File: config.mk
export PLATFORM = sky130hd
export DESIGN_NAME = instr_timing
export DESIGN_NICKNAME = d
export VERILOG_FILES = /design/src/verilog/it_pkg.sv /design/src/verilog/instr_timing.sv
export VERILOG_INCLUDE_DIRS = /design/src /design/src/verilog
export SDC_FILE = /design/constraint.sdc
export NUM_CORES = 1
export LEC_CHECK = 0
export BUFFER_PORTS_ARGS = -buffer_cell sky130_fd_sc_hd__buf_2
export CORE_MARGIN = 1
export CORE_UTILIZATION = 60
export DETAILED_ROUTE_END_ITERATION = 10
export PLACE_DENSITY = 0.84
export SYNTH_ARGS = -nofsm -noshare
export SYNTH_HDL_FRONTEND = slang
export SYNTH_SLANG_ARGS = --single-unit
File: constraint.sdc
create_clock -name mclk_in -period 4.6 [get_ports mclk_in]
set_clock_uncertainty 0.05 [all_clocks]
set_input_delay 0.46 -clock mclk_in [delete_from_list [all_inputs] [get_ports mclk_in]]
set_output_delay 0.46 -clock mclk_in [all_outputs]
set_load 0.01 [all_outputs]
File: src/verilog/it_params.svh
// constants for the instruction timing decoder: opcode fields,
// group codes, byte lengths and clock counts.
// assumes the classic accumulator opcode map on an 8-bit opcode.
`ifndef IT_PARAMS_SVH
`define IT_PARAMS_SVH

// opcode field positions
`define IT_HI_MSB      7
`define IT_HI_LSB      4
`define IT_LO_MSB      3
`define IT_LO_LSB      0

// high-nibble operation groups
`define IT_GRP_INC     4'h0
`define IT_GRP_DEC     4'h1
`define IT_GRP_ADD     4'h2
`define IT_GRP_ADDC    4'h3
`define IT_GRP_ORL     4'h4
`define IT_GRP_ANL     4'h5
`define IT_GRP_XRL     4'h6
`define IT_GRP_SUBB    4'h9

// low-nibble operand forms
`define IT_LO_JMP11    4'h1
`define IT_LO_DIRA     4'h2
`define IT_LO_DIRIMM   4'h3
`define IT_LO_IMM      4'h4
`define IT_LO_DIR      4'h5
`define IT_LO_IND      3'h3

// single opcodes with their own timing
`define IT_OP_MUL      8'hA4
`define IT_OP_DIV      8'h84
`define IT_OP_INCDP    8'hA3
`define IT_OP_DECADJ   8'hD4
`define IT_OP_RSVD     8'hA5

// distinct instruction forms of the set
`define IT_NUM_INSTR   109

// program bytes
`define IT_B1          2'h1
`define IT_B2          2'h2
`define IT_B3          2'h3

// clock counts
`define IT_C0          4'h0
`define IT_C1          4'h1
`define IT_C2          4'h2
`define IT_C3          4'h3
`define IT_C4          4'h4
`define IT_C5          4'h5
`define IT_C8          4'h8
`define IT_MAX_CLKS    4'h8

`endif

File: src/verilog/it_pkg.sv
// types shared by the instruction timing decoder.
// assumes it_params.svh supplies the numeric constants.
package it_pkg;

	// instruction class
	typedef enum logic [2:0] {
		cls_other  = 3'h0,
		cls_arith  = 3'h1,
		cls_logic  = 3'h2,
		cls_muldiv = 3'h3,
		cls_branch = 3'h4
	} class_e;

	// sequencer states, gray along idle-busy-final
	typedef enum logic [1:0] {
		st_idle  = 2'h0,
		st_busy  = 2'h1,
		st_final = 2'h3
	} state_e;

	// decoded timing of one instruction
	typedef struct packed {
		logic        illegal;
		class_e      cls;
		logic        cond;
		logic [1:0]  nbytes;
		logic [3:0]  nclk;
	} timing_s;

endpackage

File: src/verilog/instr_timing.sv
// opcode timing decoder and clock-cycle sequencer of the core.
// assumes opcode, valid and branch outcome come from core logic on
// mclk_in, so no synchroniser is needed on them.
`timescale 1ns/100ps
`include "it_params.svh"

module instr_timing
	import it_pkg::*;
(
	// clock and reset
	input  wire logic          mclk_in,
	input  wire logic          reset_in,
	// instruction offer
	input  wire logic [7:0]    opcode_in,
	input  wire logic          opcode_valid_in,
	input  wire logic          branch_taken_in,
	output logic               ready_out,
	// execution progress
	output timing_s            timing_out,
	output logic [3:0]         remain_out,
	output logic               busy_out,
	output logic               done_out
);

	////////////////////////////////////////////////////////////////
	// decode helpers

	// arithmetic groups share one operand-form layout
	function automatic logic is_arith(input logic [3:0] hi);
		is_arith = (hi == `IT_GRP_ADD) || (hi == `IT_GRP_ADDC) ||
			(hi == `IT_GRP_SUBB) || (hi == `IT_GRP_INC) ||
			(hi == `IT_GRP_DEC);
	endfunction

	// logical groups have two extra direct-destination forms
	function automatic logic is_logic(input logic [3:0] hi);
		is_logic = (hi == `IT_GRP_ORL) || (hi == `IT_GRP_ANL) ||
			(hi == `IT_GRP_XRL);
	endfunction

	// operand form in the low nibble, rows x6 to xF
	function automatic logic is_reg(input logic [3:0] lo);
		is_reg = lo[3];
	endfunction

	function automatic logic is_ind(input logic [3:0] lo);
		is_ind = (lo[3:1] == `IT_LO_IND);
	endfunction

	function automatic timing_s decode(input logic [7:0] op);
		logic [3:0] hi;
		logic [3:0] lo;
		logic       incdec;
		timing_s    t;
		hi = op[`IT_HI_MSB:`IT_HI_LSB];
		lo = op[`IT_LO_MSB:`IT_LO_LSB];
		incdec = (hi == `IT_GRP_INC) || (hi == `IT_GRP_DEC);
		t = '{illegal: 1'b0, cls: cls_other, cond: 1'b0,
			nbytes: `IT_B1, nclk: `IT_C1};
		// one byte, one clock unless a form below says otherwise
		if (op == `IT_OP_RSVD) begin
			t.illegal = 1'b1;
		end else if (op == `IT_OP_MUL) begin
			t.cls = cls_muldiv;
			t.nclk = `IT_C4;
		end else if (op == `IT_OP_DIV) begin
			t.cls = cls_muldiv;
			t.nclk = `IT_C8;
		end else if (op == `IT_OP_INCDP || op == `IT_OP_DECADJ) begin
			t.cls = cls_arith;
		end else if ((is_arith(hi) || is_logic(hi)) && lo >= `IT_LO_IMM) begin
			t.cls = is_arith(hi) ? cls_arith : cls_logic;
			if (is_reg(lo)) begin
				{t.nbytes, t.nclk} = {`IT_B1, `IT_C1};
			end else if (is_ind(lo)) begin
				{t.nbytes, t.nclk} = {`IT_B1, `IT_C2};
			end else if (lo == `IT_LO_IMM && incdec) begin
				{t.nbytes, t.nclk} = {`IT_B1, `IT_C1};
			end else begin
				{t.nbytes, t.nclk} = {`IT_B2, `IT_C2};
			end
		end else if (is_logic(hi) && lo == `IT_LO_DIRA) begin
			t.cls = cls_logic;
			{t.nbytes, t.nclk} = {`IT_B2, `IT_C2};
		end else if (is_logic(hi) && lo == `IT_LO_DIRIMM) begin
			t.cls = cls_logic;
			{t.nbytes, t.nclk} = {`IT_B3, `IT_C3};
		end else if (lo == `IT_LO_JMP11) begin
			// absolute jump and call: two bytes, three clocks
			t.cls = cls_branch;
			{t.nbytes, t.nclk} = {`IT_B2, `IT_C3};
		end else begin
			// remaining classic forms; clocks track bytes by default
			case (op)
				8'h40, 8'h50, 8'h60, 8'h70,
				8'hD8, 8'hD9, 8'hDA, 8'hDB, 8'hDC, 8'hDD, 8'hDE, 8'hDF: begin
					// carry/zero tests and register count-down loop
					t.cls = cls_branch;
					t.cond = 1'b1;
					{t.nbytes, t.nclk} = {`IT_B2, `IT_C2};
				end
				8'h10, 8'h20, 8'h30, 8'hD5, 8'hB4, 8'hB5,
				8'hB8, 8'hB9, 8'hBA, 8'hBB, 8'hBC, 8'hBD, 8'hBE, 8'hBF: begin
					t.cls = cls_branch;
					t.cond = 1'b1;
					{t.nbytes, t.nclk} = {`IT_B3, `IT_C3};
				end
				8'hB6, 8'hB7: begin
					t.cls = cls_branch;
					t.cond = 1'b1;
					{t.nbytes, t.nclk} = {`IT_B3, `IT_C4};
				end
				8'h02, 8'h12: begin
					t.cls = cls_branch;
					{t.nbytes, t.nclk} = {`IT_B3, `IT_C4};
				end
				8'h80: begin
					t.cls = cls_branch;
					{t.nbytes, t.nclk} = {`IT_B2, `IT_C3};
				end
				8'h22, 8'h32: begin
					t.cls = cls_branch;
					t.nclk = `IT_C5;
				end
				8'h73, 8'h83, 8'h93, 8'hE0, 8'hE2, 8'hE3, 8'hF0, 8'hF2, 8'hF3: begin
					t.cls = (op == 8'h73) ? cls_branch : cls_other;
					t.nclk = `IT_C3;
				end
				8'hE6, 8'hE7, 8'hF6, 8'hF7, 8'hC6, 8'hC7, 8'hD6, 8'hD7: begin
					t.nclk = `IT_C2;
				end
				8'h75, 8'h85, 8'h90: begin
					{t.nbytes, t.nclk} = {`IT_B3, `IT_C3};
				end
				8'h72, 8'h82, 8'h92, 8'hA0, 8'hA2, 8'hB0, 8'hB2, 8'hC2, 8'hD2,
				8'h74, 8'h76, 8'h77, 8'h86, 8'h87, 8'hA6, 8'hA7,
				8'hC0, 8'hD0, 8'hC5, 8'hE5, 8'hF5: begin
					{t.nbytes, t.nclk} = {`IT_B2, `IT_C2};
				end
				default: begin
					// register moves with a second operand byte
					if (is_reg(lo) && (hi == 4'h7 || hi == 4'h8 || hi == 4'hA))
						{t.nbytes, t.nclk} = {`IT_B2, `IT_C2};
				end
			endcase
		end
		decode = t;
	endfunction

	////////////////////////////////////////////////////////////////
	// decode and run length

	state_e     state_r;
	state_e     state_nxt;
	logic [3:0] cnt_r;
	logic [3:0] cnt_nxt;
	timing_s    dec;
	timing_s    tim_nxt;
	logic [3:0] run_clk;
	logic       accept;

	// a taken conditional branch costs one clock more
	assign dec     = decode(opcode_in);
	assign run_clk = dec.nclk + {3'h0, dec.cond & branch_taken_in};
	assign accept  = opcode_valid_in & ready_out;
	assign tim_nxt = '{illegal: dec.illegal, cls: dec.cls, cond: dec.cond,
		nbytes: dec.nbytes, nclk: run_clk};

	// next instruction may issue in the last clock of the current one,
	// which is what gives one instruction per clock at peak
	assign ready_out = (state_r != st_busy);

	////////////////////////////////////////////////////////////////
	// sequencer: one count per clock, no machine-cycle grouping

	always_comb begin
		state_nxt = state_r;
		cnt_nxt   = cnt_r;
		case (state_r)
			st_idle, st_final: begin
				if (accept) begin
					cnt_nxt   = run_clk;
					state_nxt = (run_clk == `IT_C1) ? st_final : st_busy;
				end else begin
					cnt_nxt   = `IT_C0;
					state_nxt = st_idle;
				end
			end
			st_busy: begin
				cnt_nxt = cnt_r - `IT_C1;
				if (cnt_r == `IT_C2)
					state_nxt = st_final;
			end
			default: begin
				cnt_nxt   = `IT_C0;
				state_nxt = st_idle;
			end
		endcase
	end

	// state, remaining count and latched timing
	always_ff @(posedge mclk_in or posedge reset_in) begin
		if (reset_in) begin
			state_r    <= st_idle;
			cnt_r      <= `IT_C0;
			timing_out <= '0;
		end else begin
			state_r <= state_nxt;
			cnt_r   <= cnt_nxt;
			if (accept)
				timing_out <= tim_nxt;
		end
	end

	// status views of the registered state
	assign remain_out = cnt_r;
	assign busy_out   = (state_r != st_idle);
	assign done_out   = (state_r == st_final);
endmodule

======== Word-level counts from Yosys, hierarchy flattened ========
Cells that the tools add are included.
word-level totals
  bits of input ports ..................... 12
  output and inout port bits .............. 18
  word-level logic and storage cells ...... 180
  bits in registers ....................... 17
operators by class
  muxes and demuxes ....................... 38
  reduce and logical (&&, ||, !) cells .... 30
  equality and inequality tests ........... 100
  add/sub/neg operators ................... 2
  bitwise gates (word level) .............. 2
  order comparisons ....................... 1
operator list
  operator                                             number
  equality test 8 bit, second input constant           62
  equality test 8 x 7 -> 1 bit, second input constant  10
  2-to-1 mux 6 bit                                     8
  OR reduction 41 bit                                  1
  OR reduction 34 bit                                  1
  OR reduction 33 bit                                  1
  equality test 8 x 6 -> 1 bit, second input constant  4
  2-to-1 mux 3 bit                                     10
  OR reduction 28 bit                                  1
  OR reduction 27 bit                                  1
  OR reduction 21 bit                                  1
  equality test 4 x 2 -> 1 bit, second input constant  5
  equality test 4 x 3 -> 1 bit, second input constant  5
  OR reduction 19 bit                                  1
  equality test 8 x 5 -> 1 bit, second input constant  2
  one-hot mux 4 bit (4 select lines)                   1
  equality test 4 x 1 -> 1 bit, second input constant  3
  equality test 4 bit, second input constant           3
  2-to-1 mux 4 bit                                     3
  logical OR 1 bit                                     11
  2-to-1 mux 10 bit                                    1
  OR reduction 9 bit                                   1
  equality test 8 x 2 -> 1 bit, second input constant  1
  2-to-1 mux 2 bit                                     4
  21 further kinds                                     32

======== Depth between registers and ports, before layout ========
Gate-level depths: netlist of run 1.
  word-level depth ........................ 20
  gate-level depth with buffers ........... 13
  mapped depth without buffers ............ 11

======== Least setup slack after synthesis of run 1 ========
Ideal clock, no wire load.
  path type ............................... input to register
  start ................................... input port opcode_in[1]
  end ..................................... register state_r[1]
  arrival ................................. 2627 ps
  path buffers ............................ 1
  data required time ...................... 4456 ps
  setup slack ............................. 1829 ps
  setup time .............................. 94 ps
  stages .................................. 12
  cell sequence ........................... buf_6 > and3b_1 > a221oi_1 > o21ai_0 > a211oi_1 > and3_1 > a21oi_1 > ha_1 > ha_1 > nor4b_1 > a31oi_1 > a211oi_1
between the ends
  word-level cells in the longest chain between the ends .. 17
  elaborated cells between the ends (all ways) .. 120
  those cells by class .................... add/sub (1); order compare (1); eq/ne (85); mux (22); bitwise (1); reduce/logical (10)
RTL lines
  item                                                                          RTL line             RTL
  start: declaration                                                            instr_timing.sv:14   input wire logic [7:0] opcode_in,
  parallel branches: the longest is 10 deep, another holds OR reduction 41 bit  -
  2-to-1 mux 10 bit *                                                           instr_timing.sv:61   if (op == `IT_OP_RSVD) begin
  AND 1 bit                                                                     instr_timing.sv:164  assign run_clk = dec.nclk + {3'h0, dec.cond & branch_taken_in};
  adder 4 x 1 -> 4 bit *                                                        instr_timing.sv:164
  net run_clk[1]                                                                instr_timing.sv:159  logic [3:0] run_clk;
  equality test 4 x 1 -> 1 bit (no source line) *                               -
  2-to-1 mux 2 bit *                                                            instr_timing.sv:183  state_nxt = (run_clk == `IT_C1) ? st_final : st_busy;
  2-to-1 mux 2 bit *                                                            instr_timing.sv:181  if (accept) begin
  one-hot mux 2 bit (2 select lines) *                                          instr_timing.sv:179  case (state_r)
  end signal: assignment                                                        instr_timing.sv:204  state_r <= st_idle;
  end signal: assignment                                                        instr_timing.sv:208  state_r <= state_nxt;
  end: declaration                                                              instr_timing.sv:153  state_e state_r;
Mark *: on every way through the listed nets, which the timed path passes.
A chain may end at the register's enable or synchronous reset.

======== Worst setup path after layout of run 1 ========
  start ................................... input port opcode_in[0]
  end ..................................... register state_r[1]
Same word-level chain as after synthesis.

==> metrics, run 1 <==
fin. max-slew vios=0; core area=between 2000 and 3000 µm²; ANT cells=0; reg2reg start=state_r[1]; Post-CTS Resized=0; Yosys warning total=0; critical path data required time=around 4800 ps; syn nets=260; reg2reg setup slack=about 2400 ps; Mapped Area=1852 µm²; Initial Util=0.6546; PnR worst setup slack=about 1300 ps; fmax=302.8 MHz; largest net degree at the start of global routing=28; Critical path destination=state_r[1]; num rows=19; sequential fraction of the synthesis area=0.2297; Final Setup Violations=0; vias=1928; Tcrit/Tclk final=0.7179; initial DRC count=roughly 160; Final min period=approximately 3300 ps; share of layout cells above drive strength 1=0.1654; CTS tree=done; CP arrival=about 3500 ps; Pre-antenna DRT Iters=9; WL per Instance=~17 µm; Hold Path Class=input port to async pin; Leak=about 0.84 nW; port buffer count=29; Die Span X=between 50 and 60 µm; area leader, netlist=dfrtp_1; Clk Latency, worst-skew pair=~300 ps; RSZ-0062 raised after global routing=no; Place WS=1110 ps; clk sinks=17; crit path max fanout=23; antenna-violating nets left=0; slew margin rel.=0.5633; Longest Clk Path Bufs=2; number of hold buffers added after CTS=0; post-synth cell types=59; # fillers=around 250; setup bufs post-CTS=0; Final Hold Viols=0; Critical Path Start=opcode_in[0]; worst reg2reg path depth=7; Yosys reg bits=17; share of the synthesized area in the top cell type=0.2297; Congestion Overflow GR=0; Power Dens Cells=around 370 nW/µm²; DRC viols=2; crit path cell chain=buf_2, nand4bb_1, or3_1, o2111ai_1, nor2_1, and3_1, a21oi_1, ha_1, ha_1, nor4b_1, a31oi_1, a211oi_1; Slew @ Worst Pin=approximately 650 ps; Die Area=~3300 µm²; Worst-path clk slew=roughly 110 ps; area of the multi-input gates=1259 µm²; Async S/R FF share, synth=1.000; cell with the largest stage delay on the worst path=or3_1; Setup CP Type=input port to flip-flop; FF+latch area=between 400 and 500 µm²; Routability Congestion=around 0.94; chip height=roughly 58 µm; status=finished, violations left; initial antenna violation count=0; Reg2Reg Capture Point=state_r[1]; vias in the first global route=~1700; Mapped Avg Cell Area=7.716 µm²; Synth area leaders=dfrtp_1 (23%), ha_1 (5.4%), nand2_1 (5.1%); Post-DP HPWL=around 3600 µm; post-route setup TNS=0 ps; IR drop worst, VDD=around 0.35 mV; most common cell in the netlist=nand2_1; I/O Pins=30; Util after Layout=0.6886; CTS buffer count=3; Max Cap Viol=0; Post-synth EDFFs=0; ys flop type=dfrtp_1; synth cell count leaders=nand2_1 (25), nor2_1 (23), dfrtp_1 (17); most used cell, CP=ha_1; first-pass GRT wire length=8100 µm; failing checks=DRC; Mapped Cells=240; root buffer cell=clkbuf_4; CP max stage delay=520 ps; crit end category=flip-flop; Via density=between 6 and 7; Tot GR Track Use=0.3141; total wire length=around 5000 µm; synthesis-to-finish area growth=5.203%; CP startpoint kind=input port; H-tree depth=1; Final Net Count=275
-- metrics by stage --
step	area, µm²	hold slack [ps]	total power [mW]	cells
after floorplan	1852	336.1	0.5149	240
after global placement	1921	406.4	0.6221	281
after detailed placement	1921	407.4	0.6326	281
after CTS	1948	200.2	0.7111	285
after global routing	1948	239.3	0.7730	285
final	1948	184.2	0.7143	285
-- critical path, delay by kind of cell --
family	cells	cell delay, ps
AND/OR/NAND/NOR	5	1570
AO/OA/AOI/OAI	4	640
adder cells (fa/ha/maj)	2	420
buffers and inverters	1	370
-- final cells by class --
type / instances / area share
clock buffer: 3 / 0.01156
multi-input combinational: 190 / 0.6461
clock inverter: 1 / 0.002569
sequential: 17 / 0.2184
inverter: 14 / 0.02697
tap: 31 / 0.01991
timing repair buffer: 29 / 0.07450
-- cell usage in the layout, fill, tap and decap left out, drive strengths merged, types with 2 or more instances in the layout --
cell type and n:
nor4 3, ha 8, nand2 25, nand3b 2, nand4b 2, o21ai 11
a21oi 14, or4 2, and3 2, a32oi 2, nor2 23, buf 29
o22ai 4, nand4 7, a31oi 7, a211oi 6, or3 2, and3b 3
o311ai 3, inv 14, nor4b 4, xnor2 6, nor2b 8, nor3 8
nand3 8, o21a 2, o31ai 3, clkbuf 3, dfrtp 17, o2111ai 3
-- worst min-delay path by stage --
stage / start / end / slack, ps / depth (start not counted)
floorplan: reset_in / remain_out[0] / 340 / 1
global placement: timing_out[0] / timing_out[0] / 410 / 2
detailed placement: timing_out[0] / timing_out[0] / 410 / 2
CTS: reset_in / state_r[0] / 200 / 2
global route: reset_in / timing_out[10] / 240 / 2
finish: reset_in / state_r[1] / 180 / 2
-- registers in the layout, summed over array words and instances, names as in the netlist --
signal,count
state_r,2
timing_out,11
remain_out,4
-- per-layer routing --
metal | vias to the layer above | GRT usage | share of wire
met1 | 878 | 0.4576 | 0.42
met5 | - | 0 | 0
met2 | 119 | 0.4701 | 0.45
met4 | 0 | 0.1115 | 0.026
li1 | 915 | - | -
met3 | 16 | 0.04762 | 0.10
-- report_power, final --
group / total [mW] / internal, mW / leakage (nW) / switching, mW
Sequential: 0.239 / 0.204 / 0.215 / 0.0346
Combinational: 0.396 / 0.156 / 0.610 / 0.241
Clock: 0.0790 / 0.0323 / 0.0177 / 0.0467
-- logic make-up after synthesis --
family                     share of synthesized area
buffers and inverters                        0.09054
xor gates and xnor gates                     0.03311
AOI/OAI and AO/OA                             0.2500
adders and majority gates                    0.05406
and+or+nand+nor                               0.3372
DFF                                           0.2297
muxes                                       0.005406
Note: power is estimated with default switching activity, not from simulation.
==> inputs of run 2 (changes only) <==
CORE_UTILIZATION = 52   (was 60)
PLACE_DENSITY = 0.77   (was 0.84)
clock period = 3 ns   (was 4.6 ns; I/O delays follow)
==> metrics, run 2 (same netlist as run 1, synthesis figures left out) <==
status=finished, final reports clean; area post-placement=2215 µm² (+15%); Final min period=around 2900 ps; Final Setup Violations=0 (unchanged); vias=2029 (+5.2%); first-pass GRT wire length=8280 µm (+2.2%); Tot Pwr=1.121 mW (+57%); Tcrit/Tclk final=0.9538; share of layout cells above drive strength 1=0.2699 (+0.1045); largest reg by FF count=timing_out; Routability Congestion=0.9182 (-2.3%); Hold WS=18.53 ps (-165.7 ps); vias in the first global route=1793 (+5.5%); Initial Util=0.5506 (-0.1040); initial antenna violation count=0 (unchanged); Leak=1.015 nW (+20%); gr busiest metal=met2; fin. max-slew vios=0 (unchanged); Slew @ Worst Pin=606.7 ps (-47.59 ps); crit end category=flip-flop; CTS tree=done; CP arrival=3010 ps (-460 ps); fin area=2247 µm² (+15%); Max Cap Viol=0 (unchanged); DRC viols=0 (-2); core area=3363 µm² (+19%); max reg flops=11 (unchanged); Post-DP HPWL=4235 µm (+17%); Longest Clk Path Bufs=2 (unchanged); total wire length=5309 µm (+9.1%); Via density=6.057 (-10%); Die Area=3804 µm² (+15%); ANT cells=0 (unchanged); Hold Path Class=input port to async pin; # fillers=314 (+27%); Die Span X=61.68 µm (+7.2%); Tot GR Track Use=0.2958 (-0.01831); port buffer count=29 (unchanged); H-tree depth=1 (unchanged); I/O Pins=30 (unchanged); synthesis-to-finish area growth=21.35%; antenna-violating nets left=0 (unchanged); Util after Layout=0.6682 (-0.02048); CP startpoint kind=input port; largest net degree at the start of global routing=21 (-25%); RSZ-0062 raised after global routing=no; Final Net Count=310 (+13%); Clk Latency, worst-skew pair=280 ps (-20 ps); fmax=349.5 MHz; critical path data required time=3140 ps (-1620 ps); Final Hold Viols=0 (unchanged); setup bufs post-CTS=0 (unchanged); Congestion Overflow GR=0 (unchanged); most frequent cells in the layout=buf_4 (34), buf_2 (29), nand2_1 (25); PnR worst setup slack=138.5 ps (-1159 ps); CTS buffer count=3 (unchanged); M3 GR Usage=0.03571 (-0.01190); Power Dens Cells=498.9 nW/µm² (+36%); WL per Instance=15.85 µm (-7.2%); Pre-antenna DRT Iters=5 (-4); num rows=21 (+2); IR drop worst, VDD=0.2538 mV (-28%); met2 Usage GRT=0.4839 (+0.01377); Setup CP Type=input port to flip-flop; chip height=61.68 µm (+7.2%); root buffer cell=clkbuf_4; Place WS=-112.1 ps (-1222 ps); Worst-path clk slew=100 ps (about the same); crit path max fanout=20 (-13%); clk sinks=17 (unchanged); commonest non-fill, non-tap cell in the layout=buf_4; slew margin rel.=0.5951 (+0.03176); initial DRC count=179 (+14%); grt met1 use=0.4076 (-0.05003)
==> run 2: cell count changes in the layout (fill, tap and decap cells not counted), sizes merged <==
cell,previous run,this run
buf,29,64
==> run 2: per-layer routing <==
metal / share of wire / wire, µm
met1: 0.44 / 2317
met2: 0.47 / 2475
met3: 0.081 / 428
met4: 0.016 / 87
met5: 0 / 0
==> run 2: area by class of cell <==
type / instances / area [µm²] / area share
Clock inverter: 1 / 5.005 / 0.002227
Timing Repair Buffer: 64 / 420.4 / 0.1871
Inverter: 14 / 52.55 / 0.02339
Sequential cell: 17 / 425.4 / 0.1893
Clock buffer: 3 / 22.52 / 0.01002
Multi-Input combinational cell: 190 / 1264 / 0.5624
Tap cell: 46 / 57.56 / 0.02561
==> run 2: final timing paths <==
path / from / cells after the start / slack, ps / endpoint
max in group asynchronous: reset_in / 2 / 2480 / timing_out[0]
min: reset_in / 2 / 20 / remain_out[1]
min reg2reg: timing_out[1] / 2 / 430 / timing_out[1]
min in group mclk_in: timing_out[1] / 2 / 430 / timing_out[1]
max: opcode_in[5] / 12 / 140 / state_r[1]
max reg2reg: state_r[1] / 7 / 840 / state_r[1]
==> run 2: power by group <==
| group | internal (mW) | leakage (nW) | switching [mW] | total, mW |
|---|---|---|---|---|
| Clock | 0.0494 | 0.0177 | 0.0678 | 0.117 |
| Combinational | 0.267 | 0.782 | 0.367 | 0.635 |
| Sequential | 0.313 | 0.215 | 0.0558 | 0.369 |
==> run 2: per-stage QoR <==
stage	TNS [ps]	std cells
3_3_place_gp	0	331
5_1_grt	0	335
4_1_cts	0	335
2_1_floorplan	0	240
3_5_place_dp	-112.1	331
6_report	0	335
==> run 2: worst max-delay path, cell delays in order <==
cell and delay, ps:
buf_2 290, and4b_1 290, inv_1 80, o311ai_0 480, a211oi_1 140, nand4b_1 130
a21oi_1 80, ha_1 180, ha_1 290, nor4b_1 340, a31oi_1 130, a211oi_1 240
==> run 2: what timing repair did <==
action / 4_1_cts / 5_1_grt
endpoints found under the hold margin: 0 / 0
setup endpoints to repair: 0 / 1
hold buffers: 0 / 0
gates resized for setup: 0 / 1
==> inputs of run 3 (changes only) <==
REMOVE_ABC_BUFFERS = 1   (was default)
==> metrics, run 3 (same netlist as run 1, synthesis figures left out) <==
Setup CP Type=input port to flip-flop; synthesis-to-finish area growth=19.59%; dpl cells=329 (-0.60%); Hold Path Class=input port to async pin; commonest non-fill, non-tap cell in the layout=buf_4; port buffer count=29 (unchanged); Initial Util=0.5506 (unchanged); ANT cells=0 (unchanged); H-tree depth=1 (unchanged); status=finished, final reports clean; Post-CTS Resized=0 (unchanged); DRC viols=0 (unchanged); largest reg by FF count=timing_out; post-route setup TNS=0 ps (unchanged); crit end category=flip-flop; vias=2020 (-0.44%); Leak=1.001 nW (-1.4%); slew margin rel.=0.5704 (-0.02474); clk sinks=17 (unchanged); most frequent cells in the layout=buf_4 (33), buf_2 (29), nand2_1 (25); number of hold buffers added after CTS=0 (unchanged); root buffer cell=clkbuf_4; IR drop worst, VDD=0.3035 mV (+20%); setup bufs post-CTS=0 (unchanged); CP arrival=2840 ps (-170 ps); Die Area=3804 µm² (unchanged); critical path data required time=3160 ps (+20 ps); antenna-violating nets left=0 (unchanged); first-pass GRT wire length=8266 µm (-0.17%); Clk Latency, worst-skew pair=290 ps (about the same); Congestion Overflow GR=0 (unchanged); I/O Pins=30 (unchanged); num rows=21 (unchanged); Routability Congestion=0.9590 (+4.4%); RSZ-0062 raised after global routing=no; Slew @ Worst Pin=643.8 ps (+37.07 ps); Via density=6.066 (+0.15%); initial antenna violation count=0 (unchanged); CP max stage delay=470 ps (about the same); Longest Clk Path Bufs=2 (unchanged); CTS tree=done; Finished Layout Cells=333 (-0.60%); core area=3363 µm² (unchanged); Tot GR Track Use=0.2926 (-0.003221); CTS buffer count=3 (unchanged); WL per Instance=15.44 µm (-2.6%); Final Setup Violations=0 (unchanged); total wire length=5142 µm (-3.1%); cell with the largest stage delay on the worst path=o311ai_0; share of layout cells above drive strength 1=0.2613 (-0.008572); fmax=373.5 MHz (+6.9%); CP startpoint kind=input port; Worst-path clk slew=110 ps (about the same); Final Net Count=308 (-0.65%); max reg flops=11 (unchanged); worst reg2reg path depth=7 (unchanged); Max Cap Viol=0 (unchanged); Post-DP HPWL=4087 µm (-3.5%); largest net degree at the start of global routing=20 (-4.8%); crit path cell chain=buf_2, and4b_1, inv_1, o311ai_0, a211oi_1, nand4b_1, a21oi_1, ha_1, ha_1, nor4b_1, a31oi_1, a211oi_1; Die Span X=61.68 µm (unchanged); Pre-antenna DRT Iters=5 (unchanged); Power Dens Cells=505.8 nW/µm² (+1.4%); # fillers=323 (+2.9%); fin. max-slew vios=0 (unchanged); Tcrit/Tclk final=0.8924 (-0.06137); initial DRC count=126 (-30%); Tot Pwr=1.120 mW (about the same); crit path max fanout=19 (-5.0%); Final Hold Viols=0 (unchanged); Final min period=2677 ps (-184.1 ps); vias in the first global route=1808 (+0.84%); chip height=61.68 µm (unchanged)
-- run 3: cell types whose count changed in the layout (fill, tap and decap cells not counted) --
cell | before | now
a211oi_1 | 5 | 6
a211oi_2 | 1 | 0
buf_12 | 1 | 0
buf_4 | 34 | 33
-- run 3: path summary, 6_finish.rpt --
path	from	to	slack, ps
max in group asynchronous	reset_in	timing_out[3]	2450
worst max-delay path	opcode_in[5]	state_r[1]	320
worst min-delay path	reset_in	timing_out[5]	20
worst max register to register	state_r[1]	state_r[1]	920
min in group mclk_in	timing_out[6]	timing_out[6]	430
worst min register to register	timing_out[6]	timing_out[6]	430
-- run 3: routing by layer --
layer | part of all wire | GRT usage | up-vias | routed length, µm
met5 | 0 | 0 | - | 0
met4 | 0.026 | 0.1302 | 0 | 132
met3 | 0.058 | 0.03992 | 12 | 297
met2 | 0.48 | 0.4716 | 90 | 2491
met1 | 0.43 | 0.3883 | 933 | 2220
li1 | - | - | 985 | -
-- run 3: through the flow --
step                area [µm²]  utilization  worst slack [ps]  hold WS (ps)
global route              2215       0.6585             104.4         70.59
CTS                       2215       0.6585             350.9         37.95
finish                    2215       0.6585             322.7         23.26
floorplan                 1737            -             421.0         176.1
detailed placement        2187       0.6503             48.53         354.2
global placement          2187       0.6503             70.94         356.7
-- run 3: layout make-up --
class / count / area, µm² / share of cell area
tap: 46 / 57.56 / 0.02599
clock inverter: 1 / 5.005 / 0.002260
timing repair buffer: 62 / 392.9 / 0.1774
inverter: 14 / 52.55 / 0.02373
sequential: 17 / 425.4 / 0.1921
multi-input combinational: 190 / 1259 / 0.5684
clock buffer: 3 / 22.52 / 0.01017
-- run 3: where the power goes --
part           internal [mW]  total [mW]  switching [mW]  leakage (nW)
Combinational          0.265       0.629           0.364         0.768
Clock                 0.0495       0.121          0.0716        0.0177
Sequential             0.313       0.370          0.0570         0.215
-- run 3: worst max-delay path: cells and delay by family --
kind            cells  cell delay [ps]
buf+inv             2              360
simple gates        3              710
compound gates      5             1000
fa+ha+maj           2              460
